File: src/shared/tcm_defines.svh
// Register indices, field positions, reset values and widths of the control and monitor bank
`ifndef TCM_DEFINES_SVH
`define TCM_DEFINES_SVH

`define TCM_IDX_W          7
`define TCM_IDX_CCR3       7'h72
`define TCM_IDX_CCR4       7'h73
`define TCM_IDX_TXSEL      7'h74
`define TCM_IDX_TXMON      7'h75
`define TCM_IDX_RXSEL      7'h76
`define TCM_IDX_RXMON      7'h77
`define TCM_IDX_LIC1       7'h78
`define TCM_IDX_LMODE      7'h79
`define TCM_IDX_LBCTL      7'h7A

`define TCM_RST_BYTE       8'h00

`define TCM_CCR3_MFSRC     7
`define TCM_CCR3_IRQOFF    6
`define TCM_CCR3_TXFMT     3
`define TCM_CCR3_TXGAP     2
`define TCM_CCR3_RXFMT     1
`define TCM_CCR3_RXGAP     0
`define TCM_CCR3_MASK      8'hCF

`define TCM_CCR4_MASK      8'hF0
`define TCM_LVL_LSB        4
`define TCM_SEL_MASK       8'h1F

`define TCM_LIC1_BO_LSB    5
`define TCM_LIC1_EGL       4
`define TCM_LIC1_JAS       3
`define TCM_LIC1_JITTER_ATTEN_DEPTH     2
`define TCM_LIC1_DJA       1
`define TCM_LIC1_TPD       0

`define TCM_LMODE_BIT      7
`define TCM_LBCTL_BIT      7
`define TCM_TOP_MASK       8'h80

`define TCM_BO_LEGACY_A    3'h4
`define TCM_BO_LEGACY_B    3'h5

`endif

File: src/shared/tcm_pkg.sv
// Types shared by the control and monitor bank
package tcm_pkg;

  typedef struct packed {
    logic        cyc;
    logic        stb;
    logic        we;
    logic [3:0]  sel;
    logic [8:0]  adr;
    logic [31:0] dat;
  } tcm_wb_req_t;

  typedef struct packed {
    logic       valid;
    logic [4:0] chan;
    logic [7:0] data;
  } tcm_chan_byte_t;

  typedef enum logic [1:0] {
    SENS_T1_36DB = 2'h0,
    SENS_T1_15DB = 2'h1,
    SENS_E1_12DB = 2'h3,
    SENS_E1_43DB = 2'h2
  } tcm_sens_t;

endpackage : tcm_pkg

File: src/design/tcm_ctrl_monitor.sv
// Common control, line interface and channel monitor register bank of one transceiver
`include "tcm_defines.svh"

module tcm_ctrl_monitor (
  input  wire logic                 clk_sys,
  input  wire logic                 rst,
  input  wire tcm_pkg::tcm_wb_req_t wbReq,
  output logic [31:0]               wbDatOut,
  output logic                      wbAck,
  input  wire tcm_pkg::tcm_chan_byte_t txChanByte,
  input  wire tcm_pkg::tcm_chan_byte_t rxChanByte,
  input  wire logic                 irqRaw,
  input  wire logic                 txPowerDownPin,
  input  wire logic                 txLineDataA,
  input  wire logic                 txLineDataB,
  output logic                      irqOut,
  output logic                      txMfSyncFromFramer,
  output logic                      txChannelFormat56k,
  output logic                      rxChannelFormat56k,
  output logic                      txGappedClockEn,
  output logic                      rxGappedClockEn,
  output logic [3:0]                rxLevelThreshold,
  output logic [2:0]                buildOutSelect,
  output logic                      buildOutLegacy,
  output tcm_pkg::tcm_sens_t        eqSensitivity,
  output logic                      lineModeE1,
  output logic                      jitterAttenOnTx,
  output logic                      jitterAttenDepth32,
  output logic                      jitterAttenBypass,
  output logic                      txEnable,
  output logic                      txLineOutA,
  output logic                      txLineOutAOe_n,
  output logic                      txLineOutB,
  output logic                      txLineOutBOe_n
);
  import tcm_pkg::*;

  logic [7:0] ccr3_q;
  logic [7:0] ccr4_q;
  logic [7:0] txSel_q;
  logic [7:0] rxSel_q;
  logic [7:0] txMon_q;
  logic [7:0] rxMon_q;
  logic [7:0] lic1_q;
  logic [7:0] lmode_q;
  logic [7:0] lbctl_q;
  logic       pdMeta_q;
  logic       pdSync_q;
  logic       ack_q;
  logic [31:0] rdData_q;
  logic       txRun;
  logic       wrStrobe;
  logic [`TCM_IDX_W-1:0] idx;

  // True when a channel byte belongs to the channel that software selected
  function automatic logic chanHit(input tcm_chan_byte_t cb, input logic [7:0] sel);
    chanHit = cb.valid && (cb.chan == sel[4:0]);
  endfunction : chanHit

  // Register view as software reads it; reserved bits and unmapped indices read zero
  function automatic logic [7:0] readReg(input logic [`TCM_IDX_W-1:0] i);
    case (i)
      `TCM_IDX_CCR3:  readReg = ccr3_q;
      `TCM_IDX_CCR4:  readReg = ccr4_q;
      `TCM_IDX_TXSEL: readReg = txSel_q;
      `TCM_IDX_TXMON: readReg = txMon_q;
      `TCM_IDX_RXSEL: readReg = rxSel_q;
      `TCM_IDX_RXMON: readReg = rxMon_q;
      `TCM_IDX_LIC1:  readReg = lic1_q;
      `TCM_IDX_LMODE: readReg = lmode_q;
      `TCM_IDX_LBCTL: readReg = lbctl_q;
      default:        readReg = `TCM_RST_BYTE;
    endcase
  endfunction : readReg

  assign idx      = wbReq.adr[8:2];
  // Writes land on the acknowledged edge, so a cycle dropped before ack stores nothing
  assign wrStrobe = wbReq.cyc && wbReq.stb && wbReq.we && ack_q && wbReq.sel[0];

  // Bus slave: one wait state, ack drops the cycle after it is given
  always_ff @(posedge clk_sys) begin
    if (rst) begin
      ack_q <= 1'b0;
    end else begin
      ack_q <= wbReq.cyc && wbReq.stb && !ack_q;
    end
  end

  always_ff @(posedge clk_sys) begin
    if (rst) begin
      rdData_q <= 32'h0000_0000;
    end else if (wbReq.cyc && wbReq.stb && !wbReq.we && !ack_q) begin
      rdData_q <= {24'h00_0000, readReg(idx)};
    end else begin
      rdData_q <= 32'h0000_0000;
    end
  end

  assign wbAck    = ack_q;
  assign wbDatOut = rdData_q;

  // Common control: sync source, interrupt disable, formats and gapped clocks
  always_ff @(posedge clk_sys) begin
    if (rst) begin
      ccr3_q <= `TCM_RST_BYTE;
    end else if (wrStrobe && idx == `TCM_IDX_CCR3) begin
      ccr3_q <= wbReq.dat[7:0] & `TCM_CCR3_MASK;
    end
  end

  always_ff @(posedge clk_sys) begin
    if (rst) begin
      ccr4_q <= `TCM_RST_BYTE;
    end else if (wrStrobe && idx == `TCM_IDX_CCR4) begin
      ccr4_q <= wbReq.dat[7:0] & `TCM_CCR4_MASK;
    end
  end

  always_ff @(posedge clk_sys) begin
    if (rst) begin
      txSel_q <= `TCM_RST_BYTE;
      rxSel_q <= `TCM_RST_BYTE;
    end else if (wrStrobe && idx == `TCM_IDX_TXSEL) begin
      txSel_q <= wbReq.dat[7:0] & `TCM_SEL_MASK;
    end else if (wrStrobe && idx == `TCM_IDX_RXSEL) begin
      rxSel_q <= wbReq.dat[7:0] & `TCM_SEL_MASK;
    end
  end

  // Line interface control; any build-out code is stored, the legacy ones included
  always_ff @(posedge clk_sys) begin
    if (rst) begin
      lic1_q <= `TCM_RST_BYTE;
    end else if (wrStrobe && idx == `TCM_IDX_LIC1) begin
      lic1_q <= wbReq.dat[7:0];
    end
  end

  always_ff @(posedge clk_sys) begin
    if (rst) begin
      lmode_q <= `TCM_RST_BYTE;
      lbctl_q <= `TCM_RST_BYTE;
    end else if (wrStrobe && idx == `TCM_IDX_LMODE) begin
      lmode_q <= wbReq.dat[7:0] & `TCM_TOP_MASK;
    end else if (wrStrobe && idx == `TCM_IDX_LBCTL) begin
      lbctl_q <= wbReq.dat[7:0] & `TCM_TOP_MASK;
    end
  end

  // Monitors take the selected channel as it passes, which is once per frame.
  // Bus writes never reach them, so software cannot corrupt a captured byte.
  always_ff @(posedge clk_sys) begin
    if (rst) begin
      txMon_q <= `TCM_RST_BYTE;
    end else if (chanHit(txChanByte, txSel_q)) begin
      txMon_q <= txChanByte.data;
    end
  end

  always_ff @(posedge clk_sys) begin
    if (rst) begin
      rxMon_q <= `TCM_RST_BYTE;
    end else if (chanHit(rxChanByte, rxSel_q)) begin
      rxMon_q <= rxChanByte.data;
    end
  end

  // Power-down pin comes from outside, so it is synchronised first
  always_ff @(posedge clk_sys) begin
    if (rst) begin
      pdMeta_q <= 1'b0;
      pdSync_q <= 1'b0;
    end else begin
      pdMeta_q <= txPowerDownPin;
      pdSync_q <= pdMeta_q;
    end
  end

  assign txRun = lic1_q[`TCM_LIC1_TPD] && (!lbctl_q[`TCM_LBCTL_BIT] || !pdSync_q);

  // Transmit line drivers float while powered down
  always_ff @(posedge clk_sys) begin
    if (rst) begin
      txEnable       <= 1'b0;
      txLineOutA     <= 1'b0;
      txLineOutB     <= 1'b0;
      txLineOutAOe_n <= 1'b1;
      txLineOutBOe_n <= 1'b1;
    end else begin
      txEnable       <= txRun;
      txLineOutA     <= txRun && txLineDataA;
      txLineOutB     <= txRun && txLineDataB;
      txLineOutAOe_n <= !txRun;
      txLineOutBOe_n <= !txRun;
    end
  end

  // Interrupt gate; the mask registers live upstream and feed irqRaw
  always_ff @(posedge clk_sys) begin
    if (rst) begin
      irqOut <= 1'b0;
    end else begin
      irqOut <= irqRaw && !ccr3_q[`TCM_CCR3_IRQOFF];
    end
  end

  always_ff @(posedge clk_sys) begin
    if (rst) begin
      txMfSyncFromFramer <= 1'b0;
      txChannelFormat56k <= 1'b0;
      rxChannelFormat56k <= 1'b0;
      txGappedClockEn    <= 1'b0;
      rxGappedClockEn    <= 1'b0;
      rxLevelThreshold   <= 4'h0;
    end else begin
      txMfSyncFromFramer <= ccr3_q[`TCM_CCR3_MFSRC];
      txChannelFormat56k <= ccr3_q[`TCM_CCR3_TXFMT];
      rxChannelFormat56k <= ccr3_q[`TCM_CCR3_RXFMT];
      txGappedClockEn    <= ccr3_q[`TCM_CCR3_TXGAP];
      rxGappedClockEn    <= ccr3_q[`TCM_CCR3_RXGAP];
      rxLevelThreshold   <= ccr4_q[`TCM_LVL_LSB +: 4];
    end
  end

  // Gain limit meaning flips with the line mode, so both feed one code
  always_ff @(posedge clk_sys) begin
    if (rst) begin
      eqSensitivity <= SENS_T1_36DB;
      lineModeE1    <= 1'b0;
    end else begin
      lineModeE1 <= lmode_q[`TCM_LMODE_BIT];
      case ({lmode_q[`TCM_LMODE_BIT], lic1_q[`TCM_LIC1_EGL]})
        2'b00:   eqSensitivity <= SENS_T1_36DB;
        2'b01:   eqSensitivity <= SENS_T1_15DB;
        2'b10:   eqSensitivity <= SENS_E1_12DB;
        2'b11:   eqSensitivity <= SENS_E1_43DB;
        default: eqSensitivity <= SENS_T1_36DB;
      endcase
    end
  end

  // Build-out select is passed through; the termination choice is software's
  always_ff @(posedge clk_sys) begin
    if (rst) begin
      buildOutSelect     <= 3'h0;
      buildOutLegacy     <= 1'b0;
      jitterAttenOnTx    <= 1'b0;
      jitterAttenDepth32 <= 1'b0;
      jitterAttenBypass  <= 1'b0;
    end else begin
      buildOutSelect     <= lic1_q[`TCM_LIC1_BO_LSB +: 3];
      buildOutLegacy     <= (lic1_q[`TCM_LIC1_BO_LSB +: 3] == `TCM_BO_LEGACY_A) ||
                            (lic1_q[`TCM_LIC1_BO_LSB +: 3] == `TCM_BO_LEGACY_B);
      jitterAttenOnTx    <= lic1_q[`TCM_LIC1_JAS];
      jitterAttenDepth32 <= lic1_q[`TCM_LIC1_JITTER_ATTEN_DEPTH];
      jitterAttenBypass  <= lic1_q[`TCM_LIC1_DJA];
    end
  end

  a_irq_gate_off:
  assert property (@(posedge clk_sys) disable iff (rst)
    ccr3_q[`TCM_CCR3_IRQOFF] |=> !irqOut)
    else $error("interrupt passed while globally disabled");

  a_irq_follows_raw:
  assert property (@(posedge clk_sys) disable iff (rst)
    (irqRaw && !ccr3_q[`TCM_CCR3_IRQOFF]) |=> irqOut)
    else $error("enabled interrupt not forwarded");

  a_tx_power_table:
  assert property (@(posedge clk_sys) disable iff (rst)
    ##1 txEnable == $past(lic1_q[0] && (!lbctl_q[7] || !pdSync_q)))
    else $error("transmit enable disagrees with power-down table");

  a_tx_lines_float:
  assert property (@(posedge clk_sys) disable iff (rst)
    !txEnable |-> (txLineOutAOe_n && txLineOutBOe_n && !txLineOutA && !txLineOutB))
    else $error("line driven while powered down");

  a_tx_mon_capture:
  assert property (@(posedge clk_sys) disable iff (rst)
    (txChanByte.valid && txChanByte.chan == txSel_q[4:0]) |=>
      txMon_q == $past(txChanByte.data))
    else $error("transmit monitor missed selected channel");

  a_rx_mon_capture:
  assert property (@(posedge clk_sys) disable iff (rst)
    (rxChanByte.valid && rxChanByte.chan == rxSel_q[4:0]) |=>
      rxMon_q == $past(rxChanByte.data))
    else $error("receive monitor missed selected channel");

  a_mon_write_ignored:
  assert property (@(posedge clk_sys) disable iff (rst)
    (wrStrobe && idx == `TCM_IDX_TXMON && !txChanByte.valid) |=> $stable(txMon_q))
    else $error("monitor changed by a bus write");

  a_sens_mode_map:
  assert property (@(posedge clk_sys) disable iff (rst)
    (lmode_q[7] && !lic1_q[4]) |=> eqSensitivity == SENS_E1_12DB)
    else $error("E1 gain limit zero not mapped to short haul");

  a_ja_path_bits:
  assert property (@(posedge clk_sys) disable iff (rst)
    ##1 {jitterAttenOnTx, jitterAttenDepth32, jitterAttenBypass} == $past(lic1_q[3:1]))
    else $error("jitter attenuator outputs do not follow control");

  a_ack_single:
  assert property (@(posedge clk_sys) disable iff (rst)
    wbAck |=> !wbAck)
    else $error("bus acknowledge held longer than one cycle");

  a_level_follows:
  assert property (@(posedge clk_sys) disable iff (rst)
    ##1 rxLevelThreshold == $past(ccr4_q[7:4]))
    else $error("receive level threshold does not follow control");

  a_bo_legacy_flag:
  assert property (@(posedge clk_sys) disable iff (rst)
    ##1 buildOutLegacy == $past(lic1_q[7:6] == 2'b10))
    else $error("legacy build-out code not flagged");

  a_fmt_gap_bits:
  assert property (@(posedge clk_sys) disable iff (rst)
    ##1 {txChannelFormat56k, rxChannelFormat56k, txGappedClockEn, rxGappedClockEn} ==
        $past({ccr3_q[3], ccr3_q[1], ccr3_q[2], ccr3_q[0]}))
    else $error("channel format or gapped clock outputs do not follow control");

endmodule : tcm_ctrl_monitor

File: config.mk
export PLATFORM = sky130hd
export DESIGN_NAME = tcm_ctrl_monitor
export DESIGN_NICKNAME = d
export VERILOG_FILES = /design/src/shared/tcm_pkg.sv /design/src/design/tcm_ctrl_monitor.sv
export VERILOG_INCLUDE_DIRS = /design/src /design/src/shared
export SDC_FILE = /design/constraint.sdc
export NUM_CORES = 1
export LEC_CHECK = 0
export BUFFER_PORTS_ARGS = -buffer_cell sky130_fd_sc_hd__clkbuf_2
export CORE_ASPECT_RATIO = 1.4
export CORE_MARGIN = 4
export CORE_UTILIZATION = 54
export DETAILED_ROUTE_END_ITERATION = 16
export PLACE_DENSITY = 0.86
export SYNTH_ARGS = -nofsm -noshare
export SYNTH_HDL_FRONTEND = slang
export SYNTH_SLANG_ARGS = --single-unit
export TNS_END_PERCENT = 100
File: constraint.sdc
create_clock -name clk_sys -period 3.89 [get_ports clk_sys]
set_input_delay 0.1945 -clock clk_sys [delete_from_list [all_inputs] [get_ports clk_sys]]
set_output_delay 0.1945 -clock clk_sys [all_outputs]
set_load 0.01 [all_outputs]
Word level (Yosys, flattened, before mapping):

Index checks and enable logic that the tools add are counted.

* bitwise logic cells: 3
* muxes and demuxes: 2
* reductions and logical operators: 32
* equality and inequality tests: 16

Operator list (number)
* 8-bit case mux with 9 select lines: 1
* 7-bit == test (second input constant): 9
* 1-bit logical AND: 20
* 5-bit == test: 2
* 2-bit case mux with 4 select lines: 1
* 3-bit == test (second input constant): 2
* 1-bit zero test: 6
* 2-bit == test (second input constant): 2
* 2-bit AND reduction: 2
* 1-bit inverter: 3
* 2-bit by 1-bit == test with 1-bit output (second input constant): 1
* 2-bit zero test: 1
* 1-bit logical OR: 2
* 2-bit OR reduction: 1

* output and inout port bits: 58
* register bits after elaboration: 105
* input bits: 82
* word-level logic and storage cells: 85

Longest topological paths before layout:

* depth after elaboration: 7
* depth in mapped cells: 7
* mapped depth without buffers: 4

Worst setup path after synthesis:

OpenSTA, ideal clock, no wires.

* path kind: register -> register
* from: register ack_q (netlist: wbAck)
* to: register lic1_q[1]
* stages on the path, launching flop included: 7
* clock period less this slack: 1287 ps
* setup slack: 2603 ps
* arrival: 1217 ps
* path buffers: 2
* data required time: 3820 ps
* path through: dfxtp_1 > and4_4 > and2_4 > buf_6 > buf_8 > nand3_1 > a21oi_1

* word-level cells in the longest chain between the ends: 3

Ends and longest elaborated chain
* start, declared: RTL line tcm_ctrl_monitor.sv:49 `logic ack_q;`
* start signal, assigned: RTL line tcm_ctrl_monitor.sv:85 `ack_q <= wbReq.cyc && wbReq.stb && !ack_q;`
* 1-bit logical AND (2 in a row): RTL line tcm_ctrl_monitor.sv:78 `assign wrStrobe = wbReq.cyc && wbReq.stb && wbReq.we && ack_q && wbReq.sel[0];`
* 1-bit logical AND (no line)
* end signal, assigned: RTL line tcm_ctrl_monitor.sv:133 `` lic1_q <= `TCM_RST_BYTE; ``
* end signal, assigned: RTL line tcm_ctrl_monitor.sv:135 `lic1_q <= wbReq.dat[7:0];`
* end, declared: RTL line tcm_ctrl_monitor.sv:44 `logic [7:0] lic1_q;`

Every way passes these cells.
A chain may end at the register's enable or synchronous reset.

Worst setup path in the final report:

* from: register txSel_q[1]
* to: register txMon_q[4]

* word-level cells in the longest chain between the ends: 2

Ends and longest elaborated chain
* start, declared: RTL line tcm_ctrl_monitor.sv:40 `logic [7:0] txSel_q;`
* start signal, assigned: RTL line tcm_ctrl_monitor.sv:121 `` txSel_q <= `TCM_RST_BYTE; ``
* start signal, assigned: RTL line tcm_ctrl_monitor.sv:124 `` txSel_q <= wbReq.dat[7:0] & `TCM_SEL_MASK; ``
* 5-bit == test: RTL line tcm_ctrl_monitor.sv:57 `chanHit = cb.valid && (cb.chan == sel[4:0]);`
* 1-bit logical AND: RTL line tcm_ctrl_monitor.sv:57
* end signal, assigned: RTL line tcm_ctrl_monitor.sv:154 `` txMon_q <= `TCM_RST_BYTE; ``
* end signal, assigned: RTL line tcm_ctrl_monitor.sv:156 `txMon_q <= txChanByte.data;`
* end, declared: RTL line tcm_ctrl_monitor.sv:42 `logic [7:0] txMon_q;`

Every way passes these cells.

==> impl.org <==
** Status
- Status :: completed

** Synth
- Post-synth top area share :: 0.418
- Yosys instantiated no cell more often than sky130_fd_sc_hd__dfxtp_1.
- Share of flip-flops with an asynchronous set or reset :: 0
- Counting flops and latches in the post-synthesis netlist gives 81.
- After synthesis, the mean cell area works out to ~9.7 um2.
- Yosys attributes the largest share of cell area to sky130_fd_sc_hd__dfxtp_1, sky130_fd_sc_hd__mux2i_1, sky130_fd_sc_hd__nand2b_1.
- The cell area that synthesis handed to floorplanning was around 3900 um2.
- For this run, the number of Yosys warnings is 0.
- Synth cell count leaders :: sky130_fd_sc_hd__dfxtp_1, sky130_fd_sc_hd__nand2b_1, sky130_fd_sc_hd__mux2i_1, sky130_fd_sc_hd__buf_4, sky130_fd_sc_hd__nand2_1
- Share of synthesized area occupied by flip-flops and latches :: 0.418
- Counting flops with a built-in enable in the synthesized netlist gives 0.
- Most used flip-flop cell after synthesis :: sky130_fd_sc_hd__dfxtp_1
- Synth area leader :: sky130_fd_sc_hd__dfxtp_1
- Synthesis instantiated between 50 and 60 different standard cells from the library.
- After technology mapping, the gate count stands at approximately 400.

** Layout
- The net count of the finished layout is around 560.
- Compared with the post-synthesis result, the final layout area differs by 13.3%.
- The layout has 587 filler cells.
- Ratio of cells with drive above 1 in the final layout :: 0.276
- Number of antenna cells inserted :: 0

** Timing
- Final critical path time including I/O delays and setup :: 1700 ps
- For the pin with the worst max-slew slack, the measured transition is roughly 910 ps.
- Worst hold slack across all endpoints :: 40.4 ps
- Derived from the worst setup path, the maximum achievable clock frequency is 587 MHz.
- Setup violations remaining at the end of the flow were counted as 0.
- Sum of negative setup slack :: 0 ps
- Share of the clock period used by the worst path after layout :: 0.438
- The count of final hold-check violations is 0.
- Final slew viol count :: 0
- The worst pin sits at a relative slew slack of 0.392.
- Between clock sinks in the finished design, the worst skew comes to between 6 and 7 ps.
- Setup repair after global routing left no endpoint under its margin.

** Clocking
- Buffers inserted by post-CTS timing repair :: 0
- Clock-pin transition on the worst setup and hold timing paths :: 80 ps
- Post-CTS sizing :: 0
- The H-tree was split into 3 levels.
- The later pin in the worst-skew pair is clocked with a latency of between 300 and 400 ps.
- Clock buffers created by TritonCTS :: 9
- Hold-fix buffer count after cts :: 0
- The cell sitting at the root of the clock tree is a sky130_fd_sc_hd__clkbuf_8.
- Sink Count :: 81
- TritonCTS built the clock tree.
- No sink is reached through more buffers than the 2 on the longest clock path.

** GRT
- Across every metal layer, demand over resource in global routing totals 0.202.
- The initial antenna violation count was 0.
- Maximum number of pins on one net before global-route repair :: slightly below 60
- Residual overflow from global routing :: 0
- Vias in the first global route :: ~2.8k
- The first global-routing pass estimated approximately 13,000 um of wire.

** Die
- For this configuration, the core starts out at a cell density of 0.556.
- The die is roughly 110 um tall.
- Standard-cell rows :: 36
- Die area :: 8620 um2
- Die X-Extent :: approximately 80 um
- The total area inside the core boundary comes to between 6000 and 7000 um2.
- In this run the count of I/O pins placed on the die edge is between 100 and 150.

** Route
- Routed via count :: approximately 3.0k
- Using the TritonRoute via totals, the vias-per-cell ratio works out to 5.18.
- The detail route stage leaves a number of antenna-violating nets equal to 0.
- Initial drt markers :: 259
- The first TritonRoute pass finished after 7 iterations.
- Detailed-route wire length per cell :: between 15 and 20 um
- Total Routed Length :: ~8600 um
- # DRC :: 0

** Pwr
- Power per standard cell area :: around 390 nW/um2
- Summed over all cells, the static leakage comes to between 1.5 and 2 nW.
- Worst VDD drop :: 0.201 mV

** Worst hold path
- Classification of the worst-slack hold path :: in -> reg

** Critical path
- Endpoint required time on the critical path :: between 4000 and 5000 ps
- For this run, the slowest stage of the critical path takes about 530 ps.
- The kind of cell with the highest combined delay along the critical path is simple AND/OR/NAND/NOR gates.
- Combined buffer and inverter count along the critical path :: 0
- STA classifies the critical path startpoint as a flop.
- The critical path goes through xor2_1, nor4_1, and3_1, mux2i_1.
- Category of the worst setup path capture point :: flop
- On the critical path, the stage with the largest delay is an instance of sky130_fd_sc_hd__and3_1.
- At the worst endpoint, the arrival time is approximately 2000 ps.
- The critical path is of the reg -> reg type.
- Of all nets on the critical path, the largest fanout is 8.

** Placement
- The congestion estimate from routability-driven global placement came to ~0.96.
- After legalization and detailed placement, the total HPWL measured 6420 um.
- Buffers on Ports :: 86

** Run
- Across the run, the number of max-cap violations was 0.
==> state kept, by name, indices dropped and copies added (netlist names), 2 cells and up <==
| name | cells |
|---|---|
| buildOutSelect | 3 |
| lic1_q | 8 |
| rxLevelThreshold | 4 |
| txSel_q | 5 |
| ccr4_q | 4 |
| txMon_q | 8 |
| wbDatOut | 8 |
| ccr3_q | 6 |
| eqSensitivity | 2 |
| rxSel_q | 5 |
| rxMon_q | 8 |
==> worst register-to-register path, stage by stage (launching register included) <==
cell and delay [ps]:
sky130_fd_sc_hd__dfxtp_1 340, sky130_fd_sc_hd__xor2_1 170, sky130_fd_sc_hd__nor4_1 340, sky130_fd_sc_hd__and3_1 530, sky130_fd_sc_hd__mux2i_1 250
==> cell type report <==
cell class | count | area [um2] | area share
Multi-Input combinational cell | 285 | 1930 | 0.440
Sequential cell | 81 | 1620 | 0.369
Timing Repair Buffer | 87 | 438 | 0.0996
Clock buffer | 12 | 165 | 0.0376
Tap cell | 95 | 119 | 0.0270
Clock inverter | 4 | 97.6 | 0.0222
Inverter | 6 | 22.5 | 0.00512
==> through the flow <==
step / utilization / area [um2] / std cells / setup slack (ps) / total power (W)
floorplan: - / 3970 / 422 / 2600 / 0.000947
global placement: 0.592 / 4130 / 554 / 2030 / 0.000963
detailed placement: 0.592 / 4130 / 554 / 1990 / 0.000966
CTS: 0.630 / 4400 / 570 / 2170 / 0.00173
global route: 0.630 / 4400 / 570 / 2050 / 0.00178
finish: 0.630 / 4400 / 570 / 2190 / 0.00172
==> routing by layer <==
| layer | vias up | GRT usage | wire (um) |
|---|---|---|---|
| li1 | 1457 | - | - |
| met1 | 1338 | 0.233 | 3340 |
| met2 | 139 | 0.348 | 4360 |
| met3 | 19 | 0.0542 | 683 |
| met4 | 0 | 0.0860 | 176 |
| met5 | - | 0 | 0 |
==> cells in the final DEF, fill, tap and decap left out, drive strengths merged, types with 2 or more instances in the layout <==
master,netlist,routed
a21oi,17,17
a22oi,3,3
a31oi,3,3
a32o,2,2
and2,5,5
and3,9,9
bufinv,0,3
clkbuf,8,98
conb,1,24
dfxtp,81,81
ha,3,3
inv,6,6
mux2,3,3
mux2i,31,31
nand2,26,26
nand2b,45,45
nand3,19,19
nand4,7,7
nor2,8,8
nor2b,26,26
nor3,4,4
nor4,2,2
nor4b,2,2
o21ai,21,21
o2bb2ai,7,7
xnor2,2,2
xor2,8,8
==> where the power goes <==
part	internal (W)	switching, W
combinational	0.0000439	0.0000711
sequential	0.000831	0.00000149
clock	0.000479	0.000295
==> path summary, 6_finish.rpt <==
check | start | end | slack (ps) | cells past startpoint
max | txSel_q[1] | txMon_q[4] | 2190 | 4
min | txLineDataB | txLineOutB | 40 | 2
max reg2reg | txSel_q[1] | txMon_q[4] | 2190 | 4
min reg2reg | pdMeta_q | pdSync_q | 460 | 1
==> cells by family (layout without fill, tap and decap cells) <==
| kind of cell | after synthesis | in the layout | share of synthesized area |
|---|---|---|---|
| buffers and inverters | 56 | 109 | 0.106 |
| AO/OA/AOI/OAI | 58 | 58 | 0.100 |
| AND/OR/NAND/NOR | 156 | 156 | 0.254 |
| multiplexers | 34 | 34 | 0.0887 |
| XOR/XNOR | 10 | 10 | 0.0226 |
| other | 1 | 24 | 0.000967 |
| flip-flops | 81 | 81 | 0.418 |
| adder cells (fa/ha/maj) | 3 | 3 | 0.00968 |
No activity file was read; power rests on OpenSTA's default activity.
